`src/core/prx_defines.vh`:
```
// register offsets, field layouts, reset values and timing counts for the proximity unit
// assumes inclusion by the design files only; definitions only
`ifndef PRX_DEFINES_VH
`define PRX_DEFINES_VH

// register byte offsets
`define PRX_CTRL_OFS 12'h000
`define PRX_TUNE_OFS 12'h004
`define PRX_FILT_OFS 12'h008
`define PRX_COMP_OFS 12'h00C
`define PRX_STAT_OFS 12'h010
`define PRX_RAW_OFS 12'h014
`define PRX_USEFUL_OFS 12'h018
`define PRX_AVG_OFS 12'h01C
`define PRX_DIFF_OFS 12'h020
`define PRX_CMD_OFS 12'h024

// control fields
`define PRX_SCAN_LSB 0
`define PRX_SCAN_MSB 15
`define PRX_SENSOR_BIT 16
`define PRX_SHIELD_BIT 17
`define PRX_BOOST_BIT 18
`define PRX_HIGHIM_BIT 19
// tuning fields
`define PRX_GAIN_LSB 0
`define PRX_GAIN_MSB 3
`define PRX_FREQ_LSB 4
`define PRX_FREQ_MSB 7
// filter fields
`define PRX_RAWF_LSB 0
`define PRX_RAWF_MSB 3
`define PRX_AVGF_LSB 4
`define PRX_AVGF_MSB 7
`define PRX_THR_LSB 16
`define PRX_THR_MSB 27
// compensation fields
`define PRX_DRIFT_LSB 0
`define PRX_DRIFT_MSB 11
`define PRX_CPRD_LSB 12
`define PRX_CPRD_MSB 19
`define PRX_STUCK_LSB 20
`define PRX_STUCK_MSB 27
// status fields
`define PRX_STAT_NEAR_BIT 0
`define PRX_STAT_COMP_BIT 1
`define PRX_STAT_BUSY_BIT 2
// command fields
`define PRX_CMD_COMP_BIT 0

// reset values
`define PRX_CTRL_RST 32'h00000000
`define PRX_TUNE_RST 32'h00000000
`define PRX_FILT_RST 32'h01000044
`define PRX_COMP_RST 32'h00000000

// timing: scan period unit in microseconds at a 50 MHz clock
`define PRX_CLK_MHZ 50
`define PRX_SCAN_UNIT_US 100
`define PRX_SCAN_UNIT_CYC (`PRX_SCAN_UNIT_US * `PRX_CLK_MHZ)

`endif

```
`src/core/prx_lowpass.v`:
```
// first-order low-pass step: out = (1-k/16)*in_new + (k/16)*prev
// assumes combinational use by the sequencer, coefficient in sixteenths
`timescale 1ns/1ps

module prx_lowpass #(
    parameter W = 12
) (
    input wire [W-1:0] prev_val,
    input wire [W-1:0] new_val,
    input wire [3:0] coeff,
    output wire [W-1:0] out_val
);

    wire [W+4:0] weighted;

    assign weighted = prev_val * coeff + new_val * (5'h10 - {1'b0, coeff});
    assign out_val = weighted[W+3:4];

endmodule // prx_lowpass

```
`src/core/prx_proximity.v`:
```
// proximity sensing digital processing with apb register slave
// assumes one clock core_clk at 50 MHz; converter handshake shared with touch path
//
// Added by the designer: the placing of the registers and the APB register port.
`timescale 1ns/1ps
`include "prx_defines.vh"

module prx_proximity #(
    parameter SCAN_UNIT_CYC = `PRX_SCAN_UNIT_CYC
) (
    input wire core_clk,
    input wire rst,
    input wire psel,
    input wire penable,
    input wire pwrite,
    input wire [11:0] paddr,
    input wire [31:0] pwdata,
    output reg [31:0] prdata,
    output reg pready,
    output reg pslverr,
    output reg adc_req,
    input wire adc_grant,
    input wire adc_done,
    input wire [11:0] adc_data,
    output reg afe_comp_start,
    input wire afe_comp_done,
    output reg sensor_pin_select,
    output reg shield_pin_select,
    output reg gain_boost_option,
    output reg high_immunity_option,
    output reg [3:0] sense_gain_setting,
    output reg [3:0] sense_frequency_setting,
    output reg near_flag
);

    // ****************************************
    // states and helpers
    // ****************************************
    localparam [2:0] ST_IDLE = 3'h0;
    localparam [2:0] ST_COMP = 3'h1;
    localparam [2:0] ST_CONV = 3'h2;
    localparam [2:0] ST_USEF = 3'h3;
    localparam [2:0] ST_AVG = 3'h4;
    localparam [2:0] ST_DIFF = 3'h5;
    localparam [2:0] ST_FLAG = 3'h6;

    function [11:0] absdiff;
        input [11:0] a;
        input [11:0] b;
        begin
            absdiff = (a > b) ? (a - b) : (b - a);
        end
    endfunction

    reg [31:0] ctrl_q;
    reg [31:0] tune_q;
    reg [31:0] filt_q;
    reg [31:0] comp_q;
    reg [2:0] state_q;
    reg [15:0] unit_cnt_q;
    reg [15:0] period_cnt_q;
    reg tick_q;
    reg [11:0] raw_cap_sample;
    reg [11:0] filtered_cap_value;
    reg [11:0] environment_average;
    reg [12:0] user_cap_difference;
    reg [11:0] avg_at_comp_q;
    reg comp_pending_status;
    reg comp_active_q;
    reg first_sample_q;
    reg [7:0] comp_prd_cnt_q;
    reg [7:0] stuck_cnt_q;
    reg host_comp_q;

    wire [15:0] scan_period_setting;
    wire [3:0] raw_filter_coeff;
    wire [3:0] avg_coeff;
    wire [11:0] near_threshold;
    wire [11:0] drift_level;
    wire [7:0] periodic_comp_rate;
    wire [7:0] stuck_near_limit;
    wire [11:0] useful_next;
    wire [11:0] avg_next;
    wire enabled;
    wire wr_en;
    wire rd_en;
    wire addr_ok;
    wire drift_req;
    wire prd_req;
    wire stuck_req;
    wire start_req;

    assign scan_period_setting = ctrl_q[`PRX_SCAN_MSB:`PRX_SCAN_LSB];
    assign raw_filter_coeff = filt_q[`PRX_RAWF_MSB:`PRX_RAWF_LSB];
    assign avg_coeff = filt_q[`PRX_AVGF_MSB:`PRX_AVGF_LSB];
    assign near_threshold = filt_q[`PRX_THR_MSB:`PRX_THR_LSB];
    assign drift_level = comp_q[`PRX_DRIFT_MSB:`PRX_DRIFT_LSB];
    assign periodic_comp_rate = comp_q[`PRX_CPRD_MSB:`PRX_CPRD_LSB];
    assign stuck_near_limit = comp_q[`PRX_STUCK_MSB:`PRX_STUCK_LSB];
    assign enabled = (scan_period_setting != 16'h0000);

    // ****************************************
    // apb slave, zero wait states
    // ****************************************
    assign wr_en = psel & penable & pwrite & pready;
    assign rd_en = psel & ~penable;
    assign addr_ok = (paddr <= `PRX_CMD_OFS) && (paddr[1:0] == 2'h0);
    // enabling the scan period raises a request
    assign start_req = wr_en && (paddr == `PRX_CTRL_OFS) && !enabled
        && (pwdata[`PRX_SCAN_MSB:`PRX_SCAN_LSB] != 16'h0000);

    always @(posedge core_clk or posedge rst) begin
        if (rst) begin
            ctrl_q <= `PRX_CTRL_RST;
            tune_q <= `PRX_TUNE_RST;
            filt_q <= `PRX_FILT_RST;
            comp_q <= `PRX_COMP_RST;
            host_comp_q <= 1'b0;
            pready <= 1'b0;
            pslverr <= 1'b0;
            prdata <= 32'h00000000;
        end else begin
            host_comp_q <= 1'b0;
            pready <= psel & ~penable;
            pslverr <= psel & ~penable & ~addr_ok;
            if (wr_en && !pslverr) begin
                case (paddr)
                    `PRX_CTRL_OFS: ctrl_q <= {12'h000, pwdata[19:0]};
                    `PRX_TUNE_OFS: tune_q <= {24'h000000, pwdata[7:0]};
                    `PRX_FILT_OFS: filt_q <= {4'h0, pwdata[27:16], 8'h00, pwdata[7:0]};
                    `PRX_COMP_OFS: comp_q <= {4'h0, pwdata[27:0]};
                    `PRX_CMD_OFS: host_comp_q <= pwdata[`PRX_CMD_COMP_BIT];
                    default: host_comp_q <= 1'b0;
                endcase
            end
            if (rd_en) begin
                case (pwrite ? 12'hFFF : paddr)
                    `PRX_CTRL_OFS: prdata <= ctrl_q;
                    `PRX_TUNE_OFS: prdata <= tune_q;
                    `PRX_FILT_OFS: prdata <= filt_q;
                    `PRX_COMP_OFS: prdata <= comp_q;
                    `PRX_STAT_OFS: prdata <= {29'h0, (state_q != ST_IDLE),
                        comp_pending_status, near_flag};
                    `PRX_RAW_OFS: prdata <= {20'h0, raw_cap_sample};
                    `PRX_USEFUL_OFS: prdata <= {20'h0, filtered_cap_value};
                    `PRX_AVG_OFS: prdata <= {20'h0, environment_average};
                    `PRX_DIFF_OFS: prdata <= {{19{user_cap_difference[12]}},
                        user_cap_difference};
                    default: prdata <= 32'h00000000;
                endcase
            end
        end
    end

    // ****************************************
    // front-end configuration outputs
    // ****************************************
    always @(posedge core_clk or posedge rst) begin
        if (rst) begin
            sensor_pin_select <= 1'b0;
            shield_pin_select <= 1'b0;
            gain_boost_option <= 1'b0;
            high_immunity_option <= 1'b0;
            sense_gain_setting <= 4'h0;
            sense_frequency_setting <= 4'h0;
        end else begin
            sensor_pin_select <= ctrl_q[`PRX_SENSOR_BIT];
            shield_pin_select <= ctrl_q[`PRX_SHIELD_BIT];
            gain_boost_option <= ctrl_q[`PRX_BOOST_BIT];
            high_immunity_option <= ctrl_q[`PRX_HIGHIM_BIT];
            sense_gain_setting <= tune_q[`PRX_GAIN_MSB:`PRX_GAIN_LSB];
            sense_frequency_setting <= tune_q[`PRX_FREQ_MSB:`PRX_FREQ_LSB];
        end
    end

    // ****************************************
    // scan period timer
    // ****************************************
    always @(posedge core_clk or posedge rst) begin
        if (rst) begin
            unit_cnt_q <= 16'h0000;
            period_cnt_q <= 16'h0000;
            tick_q <= 1'b0;
        end else begin
            tick_q <= 1'b0;
            if (!enabled) begin
                unit_cnt_q <= 16'h0000;
                period_cnt_q <= 16'h0000;
            end else if (unit_cnt_q == SCAN_UNIT_CYC[15:0] - 16'h0001) begin
                unit_cnt_q <= 16'h0000;
                if (period_cnt_q >= scan_period_setting - 16'h0001) begin
                    period_cnt_q <= 16'h0000;
                    tick_q <= 1'b1;
                end else begin
                    period_cnt_q <= period_cnt_q + 16'h0001;
                end
            end else begin
                unit_cnt_q <= unit_cnt_q + 16'h0001;
            end
        end
    end

    // ****************************************
    // processing chain
    // ****************************************
    prx_lowpass #(.W(12)) u_useful (
        .prev_val(filtered_cap_value),
        .new_val(raw_cap_sample),
        .coeff(raw_filter_coeff),
        .out_val(useful_next)
    );

    prx_lowpass #(.W(12)) u_avg (
        .prev_val(environment_average),
        .new_val(filtered_cap_value),
        .coeff(avg_coeff),
        .out_val(avg_next)
    );

    assign drift_req = (state_q == ST_AVG) && !first_sample_q && (drift_level != 12'h000)
        && (absdiff(environment_average, avg_at_comp_q) > drift_level);
    assign prd_req = (state_q == ST_FLAG) && (periodic_comp_rate != 8'h00)
        && (comp_prd_cnt_q >= periodic_comp_rate - 8'h01);
    assign stuck_req = (state_q == ST_FLAG) && (stuck_near_limit != 8'h00)
        && near_flag && (stuck_cnt_q >= stuck_near_limit - 8'h01);

    always @(posedge core_clk or posedge rst) begin
        if (rst) begin
            state_q <= ST_IDLE;
            adc_req <= 1'b0;
            afe_comp_start <= 1'b0;
            near_flag <= 1'b0;
            raw_cap_sample <= 12'h000;
            filtered_cap_value <= 12'h000;
            environment_average <= 12'h000;
            user_cap_difference <= 13'h0000;
            avg_at_comp_q <= 12'h000;
            comp_pending_status <= 1'b0;
            comp_active_q <= 1'b0;
            first_sample_q <= 1'b1;
            comp_prd_cnt_q <= 8'h00;
            stuck_cnt_q <= 8'h00;
        end else begin
            afe_comp_start <= 1'b0;
            // any source sets; merged into one pending flag
            if (start_req || host_comp_q || drift_req || prd_req || stuck_req) begin
                comp_pending_status <= 1'b1;
            end else if (comp_active_q && afe_comp_done) begin
                comp_pending_status <= 1'b0;
            end
            case (state_q)
                ST_IDLE: begin
                    if (!enabled) begin
                        first_sample_q <= 1'b1;
                    end else if (tick_q) begin
                        if (comp_pending_status) begin
                            afe_comp_start <= 1'b1;
                            comp_active_q <= 1'b1;
                            state_q <= ST_COMP;
                        end else begin
                            adc_req <= 1'b1;
                            state_q <= ST_CONV;
                        end
                    end
                end
                ST_COMP: begin
                    if (afe_comp_done) begin
                        comp_active_q <= 1'b0;
                        first_sample_q <= 1'b1;
                        comp_prd_cnt_q <= 8'h00;
                        stuck_cnt_q <= 8'h00;
                        adc_req <= 1'b1;
                        state_q <= ST_CONV;
                    end
                end
                ST_CONV: begin
                    if (adc_grant && adc_done) begin
                        raw_cap_sample <= adc_data;
                        adc_req <= 1'b0;
                        state_q <= ST_USEF;
                    end
                end
                ST_USEF: begin
                    filtered_cap_value <= first_sample_q ? raw_cap_sample : useful_next;
                    state_q <= ST_AVG;
                end
                ST_AVG: begin
                    if (first_sample_q) begin
                        environment_average <= filtered_cap_value;
                        avg_at_comp_q <= filtered_cap_value;
                    end else if (!near_flag) begin
                        environment_average <= avg_next;
                    end
                    state_q <= ST_DIFF;
                end
                ST_DIFF: begin
                    user_cap_difference <= {1'b0, filtered_cap_value}
                        - {1'b0, environment_average};
                    state_q <= ST_FLAG;
                end
                ST_FLAG: begin
                    near_flag <= !user_cap_difference[12]
                        && (user_cap_difference[11:0] > near_threshold);
                    first_sample_q <= 1'b0;
                    comp_prd_cnt_q <= prd_req ? 8'h00 : comp_prd_cnt_q + 8'h01;
                    stuck_cnt_q <= near_flag ? stuck_cnt_q + 8'h01 : 8'h00;
                    state_q <= ST_IDLE;
                end
                default: begin
                    adc_req <= 1'b0;
                    state_q <= ST_IDLE;
                end
            endcase
        end
    end

endmodule // prx_proximity

```
`config.mk`:
```
export PLATFORM = sky130hd
export DESIGN_NAME = prx_proximity
export DESIGN_NICKNAME = d
export VERILOG_FILES = /design/src/core/prx_lowpass.v /design/src/core/prx_proximity.v
export VERILOG_INCLUDE_DIRS = /design/src /design/src/core
export SDC_FILE = /design/constraint.sdc
export NUM_CORES = 1
export LEC_CHECK = 0
export BUFFER_PORTS_ARGS = -buffer_cell sky130_fd_sc_hd__buf_2
export CORE_MARGIN = 1.5
export CORE_UTILIZATION = 30
export CTS_BUF_LIST = sky130_fd_sc_hd__clkbuf_8
export DETAILED_ROUTE_END_ITERATION = 10
export GPL_TIMING_DRIVEN = 0
export SETUP_SLACK_MARGIN = 0.3
export SLEW_MARGIN = 0
export SYNTH_ARGS = -nofsm -noshare
export SYNTH_HDL_FRONTEND = slang
export SYNTH_HIERARCHICAL = 1
export SYNTH_SLANG_ARGS = --single-unit
```
`constraint.sdc`:
```
create_clock -name core_clk -period 14.2 [get_ports core_clk]
set_input_delay 0.71 -clock core_clk [delete_from_list [all_inputs] [get_ports core_clk]]
set_output_delay 0.71 -clock core_clk [all_outputs]
set_load 0.1 [all_outputs]
```
-- After elaboration in Yosys (flattened, before gate mapping)
Cells that the tools add are included.
- word-level logic and storage cells: 189
- output and inout bits: 49
- register bits: 242
- bits of input ports: 64
- multipliers: 4
- reductions and logical operators: 51
- bitwise operators: 8
- order comparisons: 7
- muxes and demuxes: 46
- add/sub/neg operators: 14
- eq/ne operators: 28
- operator list (cell ; count):
    $pmux W32 S9 ; 1
    $mux W16 ; 5
    $mux W12 ; 5
    $eq A12 B4 Y1 const B ; 4
    $eq A12 B5 Y1 const B ; 4
    $gt A12 B12 Y1 ; 3
    $mul A12 B17 Y16 ; 2
    $add A16 B1 Y16 const B ; 2
    $add A16 B16 Y16 ; 2
    $mul A12 B4 Y16 ; 2
    $pmux W8 S2 ; 2
    $reduce_bool A16 Y1 ; 2
    $eq A12 B3 Y1 const B ; 2
    $eq A12 B6 Y1 const B ; 2
    $logic_not A12 Y1 ; 2
    $mux W8 ; 3
    $sub A12 B12 Y12 ; 2
    $mux W1 ; 21
    $pmux W3 S6 ; 1
    $add A8 B1 Y8 const B ; 2
    $eq A16 B13 Y1 const B ; 1
    $ge A16 B16 Y1 ; 1
    $ge A8 B8 Y1 ; 2
    $logic_and A1 B1 Y1 ; 16
    31 further kinds ; 69

-- Depth between registers and ports, before layout
Gate-level depths: netlist (run 1).
- depth in word-level cells: 11
- mapped depth: 25
- gate-level depth less buffers: 23

-- Cells and area by module
The synthesis (run 1) kept the hierarchy.
- by module, submodules not included (module ; times used ; area an instance (um^2) ; seq. area each (um^2) ; cells each):
    prx_proximity ; 1 ; 13920.9 ; 5985.7 ; 1394
    prx_lowpass at u_avg ; 1 ; 3405.8 ; 0.0 ; 390
    prx_lowpass at u_useful ; 1 ; 3395.8 ; 0.0 ; 388

-- Worst setup path before layout (run 1)
OpenSTA, ideal clock, no wires.
- path kind: flip-flop to flip-flop
- from: reg filt_q[4]
- to: reg environment_average[7]
- clock period less this slack: 6.026 ns
- required time: 14.066 ns
- setup slack: 8.174 ns
- cell stages (with the launch flop): 23
- buffers on the path: 2
- data arrival time: 5.893 ns
- cell sequence: dfrtp_1 -> clkbuf_1 -> inv_1 -> ha_1 -> xnor2_1 -> clkbuf_1 -> nand2_1 -> fa_1 -> inv_1 -> fa_1 -> fa_1 -> fa_1 -> inv_1 -> fa_1 -> inv_1 -> ha_1 -> a21o_1 -> o41a_4 -> a31o_4 -> a211oi_1 -> a311oi_1 -> mux2i_1 -> o21ai_0
- cells in the longest elaborated chain, start to end: 5
- elaborated cells between the ends (all ways): 6
- RTL lines (element ; line ; text):
    from (decl) ; prx_proximity.v:57 ; reg [31:0] filt_q;
    from (signal assigned) ; prx_proximity.v:116 ; filt_q <= `PRX_FILT_RST;
    from (signal assigned) ; prx_proximity.v:130 ; `PRX_FILT_OFS: filt_q <= {4'h0, pwdata[27:16], 8'h00, pwdata[7:0]};
    $sub A5 B4 Y6 ; prx_lowpass.v:16 ; assign weighted = prev_val * coeff + new_val * (5'h10 - {1'b0, coeff});
    $mul A12 B17 Y16 ; prx_lowpass.v:16 ;
    $add A16 B16 Y16 * ; prx_lowpass.v:16 ;
    net avg_next[7] ; prx_proximity.v:83 ; wire [11:0] avg_next;
    $mux W12 * ; prx_proximity.v:291 ; end else if (!near_flag) begin
    $mux W12 * ; prx_proximity.v:288 ; if (first_sample_q) begin
    to (signal assigned) ; prx_proximity.v:289 ; environment_average <= filtered_cap_value;
    to (signal assigned) ; prx_proximity.v:292 ; environment_average <= avg_next;
    to (decl) ; prx_proximity.v:65 ; reg [11:0] environment_average;
The timed path passes the listed nets; every way through them passes the cells marked *. The select of a mux whose other input is x is not followed.
A chain may end at the register's enable or synchronous reset.

-- Worst setup path in the final report (run 1)
- from: reg filt_q[4]
- to: reg environment_average[9]
The elaborated chain is that of the path after synthesis.

==> metrics.md, run 1 <==
| Metric | Value |
|---|---|
| Status | completed |
| Slew Viols, Final | 0 |
| CP Max Fanout | 10 |
| Clk slew on worst S/H paths | 0.06 ns |
| P_leak | 11.55 nW |
| Critical Path Max Stage Delay | 0.63 ns |
| Clk Latency, worst-skew pair | 0.59 ns |
| GP Congestion | 0.9491 |
| CTS H-tree lvls | 2 |
| Pin count of the biggest net entering global routing | 101 |
| Reg2reg start | filt_q[4] |
| Crit-path cells | clkbuf_1 > inv_1 > ha_1 > xnor2_1 > clkbuf_1 > nand2_1 > fa_1 > inv_1 > fa_1 > fa_1 > fa_1 > inv_1 > fa_1 > inv_1 > ha_1 > a21o_1 > a311oi_1 > nor2_1 > a311o_2 > a21oi_2 > xnor2_1 > mux2i_1 > o21ai_0 |
| Maxcap violations | 0 |
| Die area | 70660 sq um |
| Relative slew slack | 19.40% |
| Via density | 5.000 |
| Core box area | 68470 sq um |
| Finished Layout Cells | 3235 |
| Flop2flop setup slack | 6.96 ns |
| Max frequency | 0.1381 GHz |
| CTS Root Cell | clkbuf_8 |
| Io pins | 113 |
| Postcts setup bufs | 0 |
| Share of cells above drive strength 1 | 13.73% |
| CP Capture Type | flip-flop |
| Min Tclk post-route | 7.243 ns |
| Max IR drop VDD | 0.00005091 V |
| Yosys top cell area share | 28.38% |
| Clock Skews | 0.03270 ns |
| Slowest CP cell | dfrtp_1 |
| Inst Count DP | 3162 |
| DRC | 0 |
| #FFs+latches synth | 239 |
| Setup crit start kind | flip-flop |
| Hpwl dp | 45.86 mm |
| CP dominant cell by count | fa_1 |
| Cell area after synthesis | 20720 sq um |
| Warnings from Yosys | 6 |
| Register area | 5986 sq um |
| CTS max path bufs | 3 |
| Initial drt markers | 1191 |
| Register-to-Register Path Depth | 23 |
| Final #Nets | 2720 |
| Worst R2R End | environment_average[9] |
| Pwr/cell area | 59.24 nW/um^2 |
| Synth cell types | 79 |
| Largest area contributor in the netlist | dfrtp_1 |
| TritonRoute pass-1 iters | 7 |
| CP Class | reg -> reg |
| Post-synth ARST share | 100.0% |
| Synth Area per Inst | 9.541 sq um |
| Post-synth EDFFs | 0 |
| Vias in the first global route | 16400 |
| Die width | 265.8 um |
| Die Span Y | 265.8 um |
| Via Count | 16170 |
| Routed length per instance | 18.28 um |
| Post-Route WL | 59.14 mm |
| # port buffers | 106 |
| Area of the multi-input gates | 13430 sq um |
| Min-delay worst type | in -> async |
| Area Overhead vs Synth | 12.23% |
| Fillers | 7093 |
| Number of placement rows | 96 |
| Cells after Synth | 2172 |
| Arrival time worst endpoint | 7.73 ns |
| Starting Density | 30.27% |
| TritonCTS clock tree | done |
| Top FF cell, synth | dfrtp_1 |
| Post-CTS Hold Fix Bufs | 0 |
| Initial antenna violation count | 1 |
| Final hold violation count | 0 |
| Antenna violation net count after detailed routing | 0 |
| TritonCTS Buffers | 41 |
| # setup viols final | 0 |
| Num Clock Sinks | 239 |
| Total chip power | 1.378 mW |
| Post-CTS Resized | 0 |
| Critical Path RT | 14.69 ns |
| Seq/Total Area, Yosys | 28.89% |
| Global-route wire length before repair | 94.99 mm |
| GRT Util Overall | 17.07% |
| Syn nets | 2569 |
| Final Cycle Share | 51.00% |
| Synth top area cells | dfrtp_1, fa_1, ha_1, mux2_2, inv_1 |
| Global route overflow | 0 |
| Worst Max-Slew Pin Slew | 1.194 ns |
| Setup TNS | 0 ns |
| RSZ-0062 raised after global routing | no |
-- Yosys cell counts (18+ instances only) --
cell / n
a21o_1: 29
a21oi_1: 68
and2_1: 111
clkbuf_1: 57
dfrtp_1: 235
fa_1: 147
ha_1: 186
inv_1: 266
mux2_2: 102
mux2i_1: 43
nand2_1: 258
nand2b_1: 19
nand3_1: 33
nor2_1: 95
nor2b_1: 18
nor3_1: 22
o21ai_0: 130
xnor2_1: 70
xor2_1: 36
-- layer usage --
layer	up-vias	GRT usage (%)	share of wire [%]
li1	7625	-	-
met4	2	4.054	2.2
met3	84	2.421	5.8
met5	-	0	0.022
met1	8011	23.65	46
met2	452	28.02	46
-- sequential cells by signal (all words and copies together), names as in the netlist, 3 cells and up --
signal / count
prdata: 29
comp_q: 28
ctrl_q: 20
filt_q: 20
period_cnt_q: 16
unit_cnt_q: 16
user_cap_difference: 13
avg_at_comp_q: 12
environment_average: 12
filtered_cap_value: 12
raw_cap_sample: 12
comp_prd_cnt_q: 8
stuck_cnt_q: 8
tune_q: 8
sense_frequency_setting: 4
sense_gain_setting: 4
state_q: 3
-- per-stage QoR --
stage | utilization, % | worst slack [ns] | cell area, sq um | hold WS (ns)
2_1_floorplan | - | 6.937 | 20720 | 0.3644
3_3_place_gp | 32.65 | 3.894 | 22360 | 0.3868
3_5_place_dp | 32.74 | 7.042 | 22420 | 0.3940
4_1_cts | 33.96 | 7.011 | 23250 | 0.09914
5_1_grt | 33.96 | 6.654 | 23250 | 0.1302
6_report | 33.97 | 6.957 | 23260 | 0.1160
-- layout make-up --
cell class,instances,area share [%]
multi-input cells,1591,57.73
flip-flops and latches,239,25.74
well taps,882,4.745
inverters,266,4.326
clock buffers,49,2.900
repair buffers,108,2.518
plain buffers,76,1.345
clock inverters,23,0.6887
diodes,1,0.01076
-- worst max-delay path, delay by kind of cell, from the launching register on --
kind,cells,cell delay [ns]
and+or+nand+nor,2,0.25
adders and majority gates,7,3.27
xor gates and xnor gates,2,0.43
muxes,1,0.12
AOI/OAI and AO/OA,5,1.24
buffers and inverters,6,1.21
DFF,1,0.63
-- worst max-delay path by stage --
| stage | startpoint | slack, ns | endpoint |
|---|---|---|---|
| 6_report | filt_q[4] | 6.96 | environment_average[9] |
| 5_1_grt | filt_q[4] | 6.65 | environment_average[9] |
| 4_1_cts | filt_q[4] | 7.01 | environment_average[9] |
| 3_5_place_dp | filt_q[4] | 7.04 | environment_average[9] |
| 3_3_place_gp | rst | 3.89 | prdata[20] |
| 2_1_floorplan | rst | 6.94 | adc_req |
-- cell usage in the layout, fill, tap and decap left out, types with 14 or more instances in the layout --
master,count
a211oi_1,15
a21o_1,29
a21oi_1,68
a221oi_1,16
and2_1,111
and3_1,16
buf_2,116
clkbuf_1,57
clkbuf_8,49
dfrtp_1,235
fa_1,147
ha_1,186
inv_1,277
mux2_2,102
mux2i_1,43
nand2_1,258
nand2b_1,19
nand3_1,33
nand4_1,14
nor2_1,95
nor2b_1,18
nor3_1,22
nor4_1,15
o21ai_0,130
xnor2_1,70
xor2_1,36
-- logic make-up after synthesis --
kind of cell / Yosys count / share of synthesized area, %
buffers and inverters: 342 / 6.328
multiplexers: 147 / 7.837
AND/OR/NAND/NOR: 653 / 15.67
XOR/XNOR: 106 / 4.480
flip-flops: 239 / 28.89
AO/OA/AOI/OAI: 352 / 11.36
adder cells (fa/ha/maj): 333 / 25.43
-- power breakdown --
| group | switching, mW | internal (mW) | leakage [nW] |
|---|---|---|---|
| logic | 0.0356 | 0.0117 | 7.78 |
| clock network | 0.297 | 0.351 | 0.482 |
| registers | 0.000484 | 0.682 | 3.28 |
| total | 0.333 | 1.04 | 11.5 |
(Power assumes the default switching activity.)
==> run 2: changes to the inputs <==
ABC_AREA = 1   (was default)
clock period = 7.3 ns   (was 14.2 ns; I/O delays follow)
==> metrics.md, run 2 <==
| Metric | Value |
|---|---|
| Status | completed |
| Largest register FFs | 29 |
| TritonCTS clock tree | done |
| Hpwl dp | 55.51 mm |
| Slew Viols, Final | 0 |
| CTS H-tree lvls | 2 |
| Max IR drop VDD | 0.00008967 V |
| Pre-CTS WS | 0.8038 ns |
| Initial antenna violation count | 5 |
| Synth cell types | 58 |
| DRC | 0 |
| Most frequent cells in the layout | nand2_1, inv_1, nor2_1, dfrtp_1 |
| Sequential share of power | 45.4% |
| P_leak | 13.77 nW |
| Final #Nets | 3650 |
| Number of placement rows | 100 |
| Min-delay src | pwdata[17] |
| Most common cell after layout, fill and taps aside | nand2_1 |
| CP Max Fanout | 10 |
| Pwr/cell area | 115.9 nW/um^2 |
| Reg2reg start | filt_q[1] |
| Max frequency | 0.1534 GHz |
| Psw | 0.7530 mW |
| Clk slew on worst S/H paths | 0.06 ns |
| Arrival time worst endpoint | 7.04 ns |
| Antenna violation net count after detailed routing | 0 |
| Min-delay worst type | in -> reg |
| Pin count of the biggest net entering global routing | 122 |
| Commonest cells in the netlist | nand2_1, inv_1, nor2_1, dfrtp_1 |
| RSZ-0062 raised after global routing | no |
| Num Clock Sinks | 239 |
| Starting Density | 30.35% |
| Maxcap violations | 0 |
| Via density | 4.781 |
| Die width | 277.4 um |
| Final Cycle Share | 89.28% |
| Global route overflow | 0 |
| Cell area after synthesis | 22590 sq um |
| Initial drt markers | 1455 |
| Final hold violation count | 0 |
| Top FF cell, synth | dfrtp_1 |
| Die area | 76970 sq um |
| Slowest CP cell | dfrtp_1 |
| Core box area | 74450 sq um |
| Internal power | 2.221 mW |
| Top flop regs | prdata x29, comp_q x28 |
| Via Count | 20370 |
| CP dominant cell by count | fa_1 |
| Cells after Synth | 3073 |
| Min Tclk post-route | 6.518 ns |
| Clk Latency, worst-skew pair | 0.64 ns |
| CTS Root Cell | clkbuf_8 |
| Critical Path RT | 7.82 ns |
| Fillers | 7922 |
| Sw frac | 25.32% |
| Yosys top cell area share | 26.03% |
| Warnings from Yosys | 6 |
| Final worst slack | 0.7824 ns |
| Critical Path Max Stage Delay | 0.67 ns |
| GRT Util Overall | 18.53% |
| Relative slew slack | 40.89% |
| # port buffers | 107 |
| # setup viols final | 0 |
| Synth top area cells | dfrtp_1, fa_1, nand2_1, ha_1, inv_1 |
| Io pins | 113 |
| TritonRoute pass-1 iters | 7 |
| Clock Skews | 0.03968 ns |
| Vias in the first global route | 20110 |
| Setup crit start kind | flip-flop |
| Utilization after layout | 34.46% |
| Worst Path Buf+Inv | 5 |
| Routed length per instance | 16.47 um |
| Die Span Y | 277.4 um |
| Area Overhead vs Synth | 13.55% |
| GP Congestion | 0.9176 |
| Worst Max-Slew Pin Slew | 0.8866 ns |
| Global-route wire length before repair | 113.0 mm |
| Post-Route WL | 70.20 mm |
| CP Capture Type | flip-flop |
| #FFs+latches synth | 239 |
| Comb power frac | 4.2% |
| Synth Area per Inst | 7.352 sq um |
| Post-synth ARST share | 100.0% |
| Clock power frac | 50.4% |
| Post-synth EDFFs | 0 |
| Largest area contributor in the netlist | dfrtp_1 |
| Critical Path Source | filt_q[1] |
| CP Class | reg -> reg |
| TritonCTS Buffers | 47 |
| Crit-path cells | clkbuf_1 > inv_1 > ha_1 > xnor2_2 > inv_1 > nor2_1 > fa_1 > fa_1 > fa_1 > fa_1 > inv_1 > fa_1 > inv_1 > ha_1 > a21oi_1 > o21ai_1 > nand3b_1 > xor2_1 > nand2_1 > a31oi_1 |
| Most common cell in the netlist | nand2_1 |
| Syn nets | 3470 |
| CTS max path bufs | 3 |
| Share of cells above drive strength 1 | 9.061% |
| Top reg by flops | prdata |
| Seq/Total Area, Yosys | 26.49% |
| CP delay by family, top | adder cells |
[run 2: changes by cell type in the layout (fill, tap and decap cells not counted), sizes merged, moves of 69 or more]
cell | previous run | this run
and2 | 111 | 4
nand2 | 258 | 797
nand3 | 36 | 202
mux2 | 102 | 12
o21ai | 132 | 201
nor2 | 95 | 284
inv | 280 | 586
[run 2: timing repair]
| item | in CTS | in global routing |
|---|---|---|
| setup buffers | 0 | 0 |
| hold buffers | 22 | 0 |
| hold endpoints to repair | 136 | 0 |
| gates resized for setup | 0 | 0 |
[run 2: area by class of cell]
cell class / count / area [sq um] / share of cell area, %
Sequential cell: 239 / 5986 / 23.33
Tap cell: 969 / 1212 / 4.726
Multi-Input combinational cell: 2182 / 14040 / 54.74
Clock inverter: 29 / 251.5 / 0.9803
Buffer: 79 / 415.4 / 1.619
Clock buffer: 56 / 770.7 / 3.004
Antenna cell: 3 / 7.507 / 0.02926
Inverter: 573 / 2158 / 8.413
Timing Repair Buffer: 131 / 810.8 / 3.160
[run 2: per-stage QoR]
stage | setup TNS, ns | area (sq um) | hold WS (ns) | cells | total power [mW]
2_1_floorplan | 0 | 22590 | 0.3741 | 3073 | 1.438
3_3_place_gp | -649.50 | 24340 | 0.4026 | 4149 | 1.486
3_5_place_dp | 0 | 24400 | 0.2640 | 4151 | 1.491
4_1_cts | 0 | 25650 | 0.003927 | 4258 | 3.018
5_1_grt | 0 | 25650 | 0.04652 | 4260 | 3.097
6_report | 0 | 25650 | 0.05365 | 4261 | 2.974
[run 2: routing by layer]
layer / global-route usage (%) / vias to the layer above / wire [um]
met5: 0 / - / 18
met4: 5.438 / 4 / 1785
met3: 2.847 / 106 / 4360
met2: 29.88 / 577 / 31790
met1: 25.52 / 9665 / 32240
li1: - / 10020 / -
[run 2: worst reg2reg max path, stage by stage (launching register included)]
cell and delay, ns:
dfrtp_1 0.67, clkbuf_1 0.46, inv_1 0.09, ha_1 0.28
xnor2_2 0.42, inv_1 0.29, nor2_1 0.21, fa_1 0.44
fa_1 0.48, fa_1 0.53, fa_1 0.56, inv_1 0.07
fa_1 0.53, inv_1 0.05, ha_1 0.35, a21oi_1 0.24
o21ai_1 0.14, nand3b_1 0.20, xor2_1 0.15, nand2_1 0.07
a31oi_1 0.19
[run 2: power groups by stage]
stage,clock network [mW],logic [mW],registers [mW]
3_5_place_dp,0,0.119,1.37
5_1_grt,1.60,0.143,1.35
6_report,1.50,0.126,1.35
4_1_cts,1.54,0.128,1.35
2_1_floorplan,0,0.0635,1.37
3_3_place_gp,0,0.113,1.37
[run 2: cells by family (layout without fill, tap and decap cells)]
| group | count (synthesis) | count (layout) | synth area share, % |
|---|---|---|---|
| and+or+nand+nor | 1392 | 1392 | 26.13 |
| buffers and inverters | 652 | 868 | 11.36 |
| xor gates and xnor gates | 70 | 70 | 2.846 |
| other | 0 | 3 | 0 |
| AOI/OAI and AO/OA | 375 | 375 | 9.248 |
| muxes | 12 | 12 | 0.5981 |
| DFF | 239 | 239 | 26.49 |
| adders and majority gates | 333 | 333 | 23.32 |
[run 2: path summary, 6_finish.rpt]
path / endpoint / slack, ns / depth (start not counted)
min: filt_q[17] / 0.05 / 3
min in group asynchronous: raw_cap_sample[8] / 0.21 / 3
max in group asynchronous: filt_q[27] / 5.76 / 5
max: filtered_cap_value[7] / 0.78 / 20
max reg2reg: filtered_cap_value[7] / 0.78 / 20
min reg2reg: shield_pin_select / 0.41 / 0
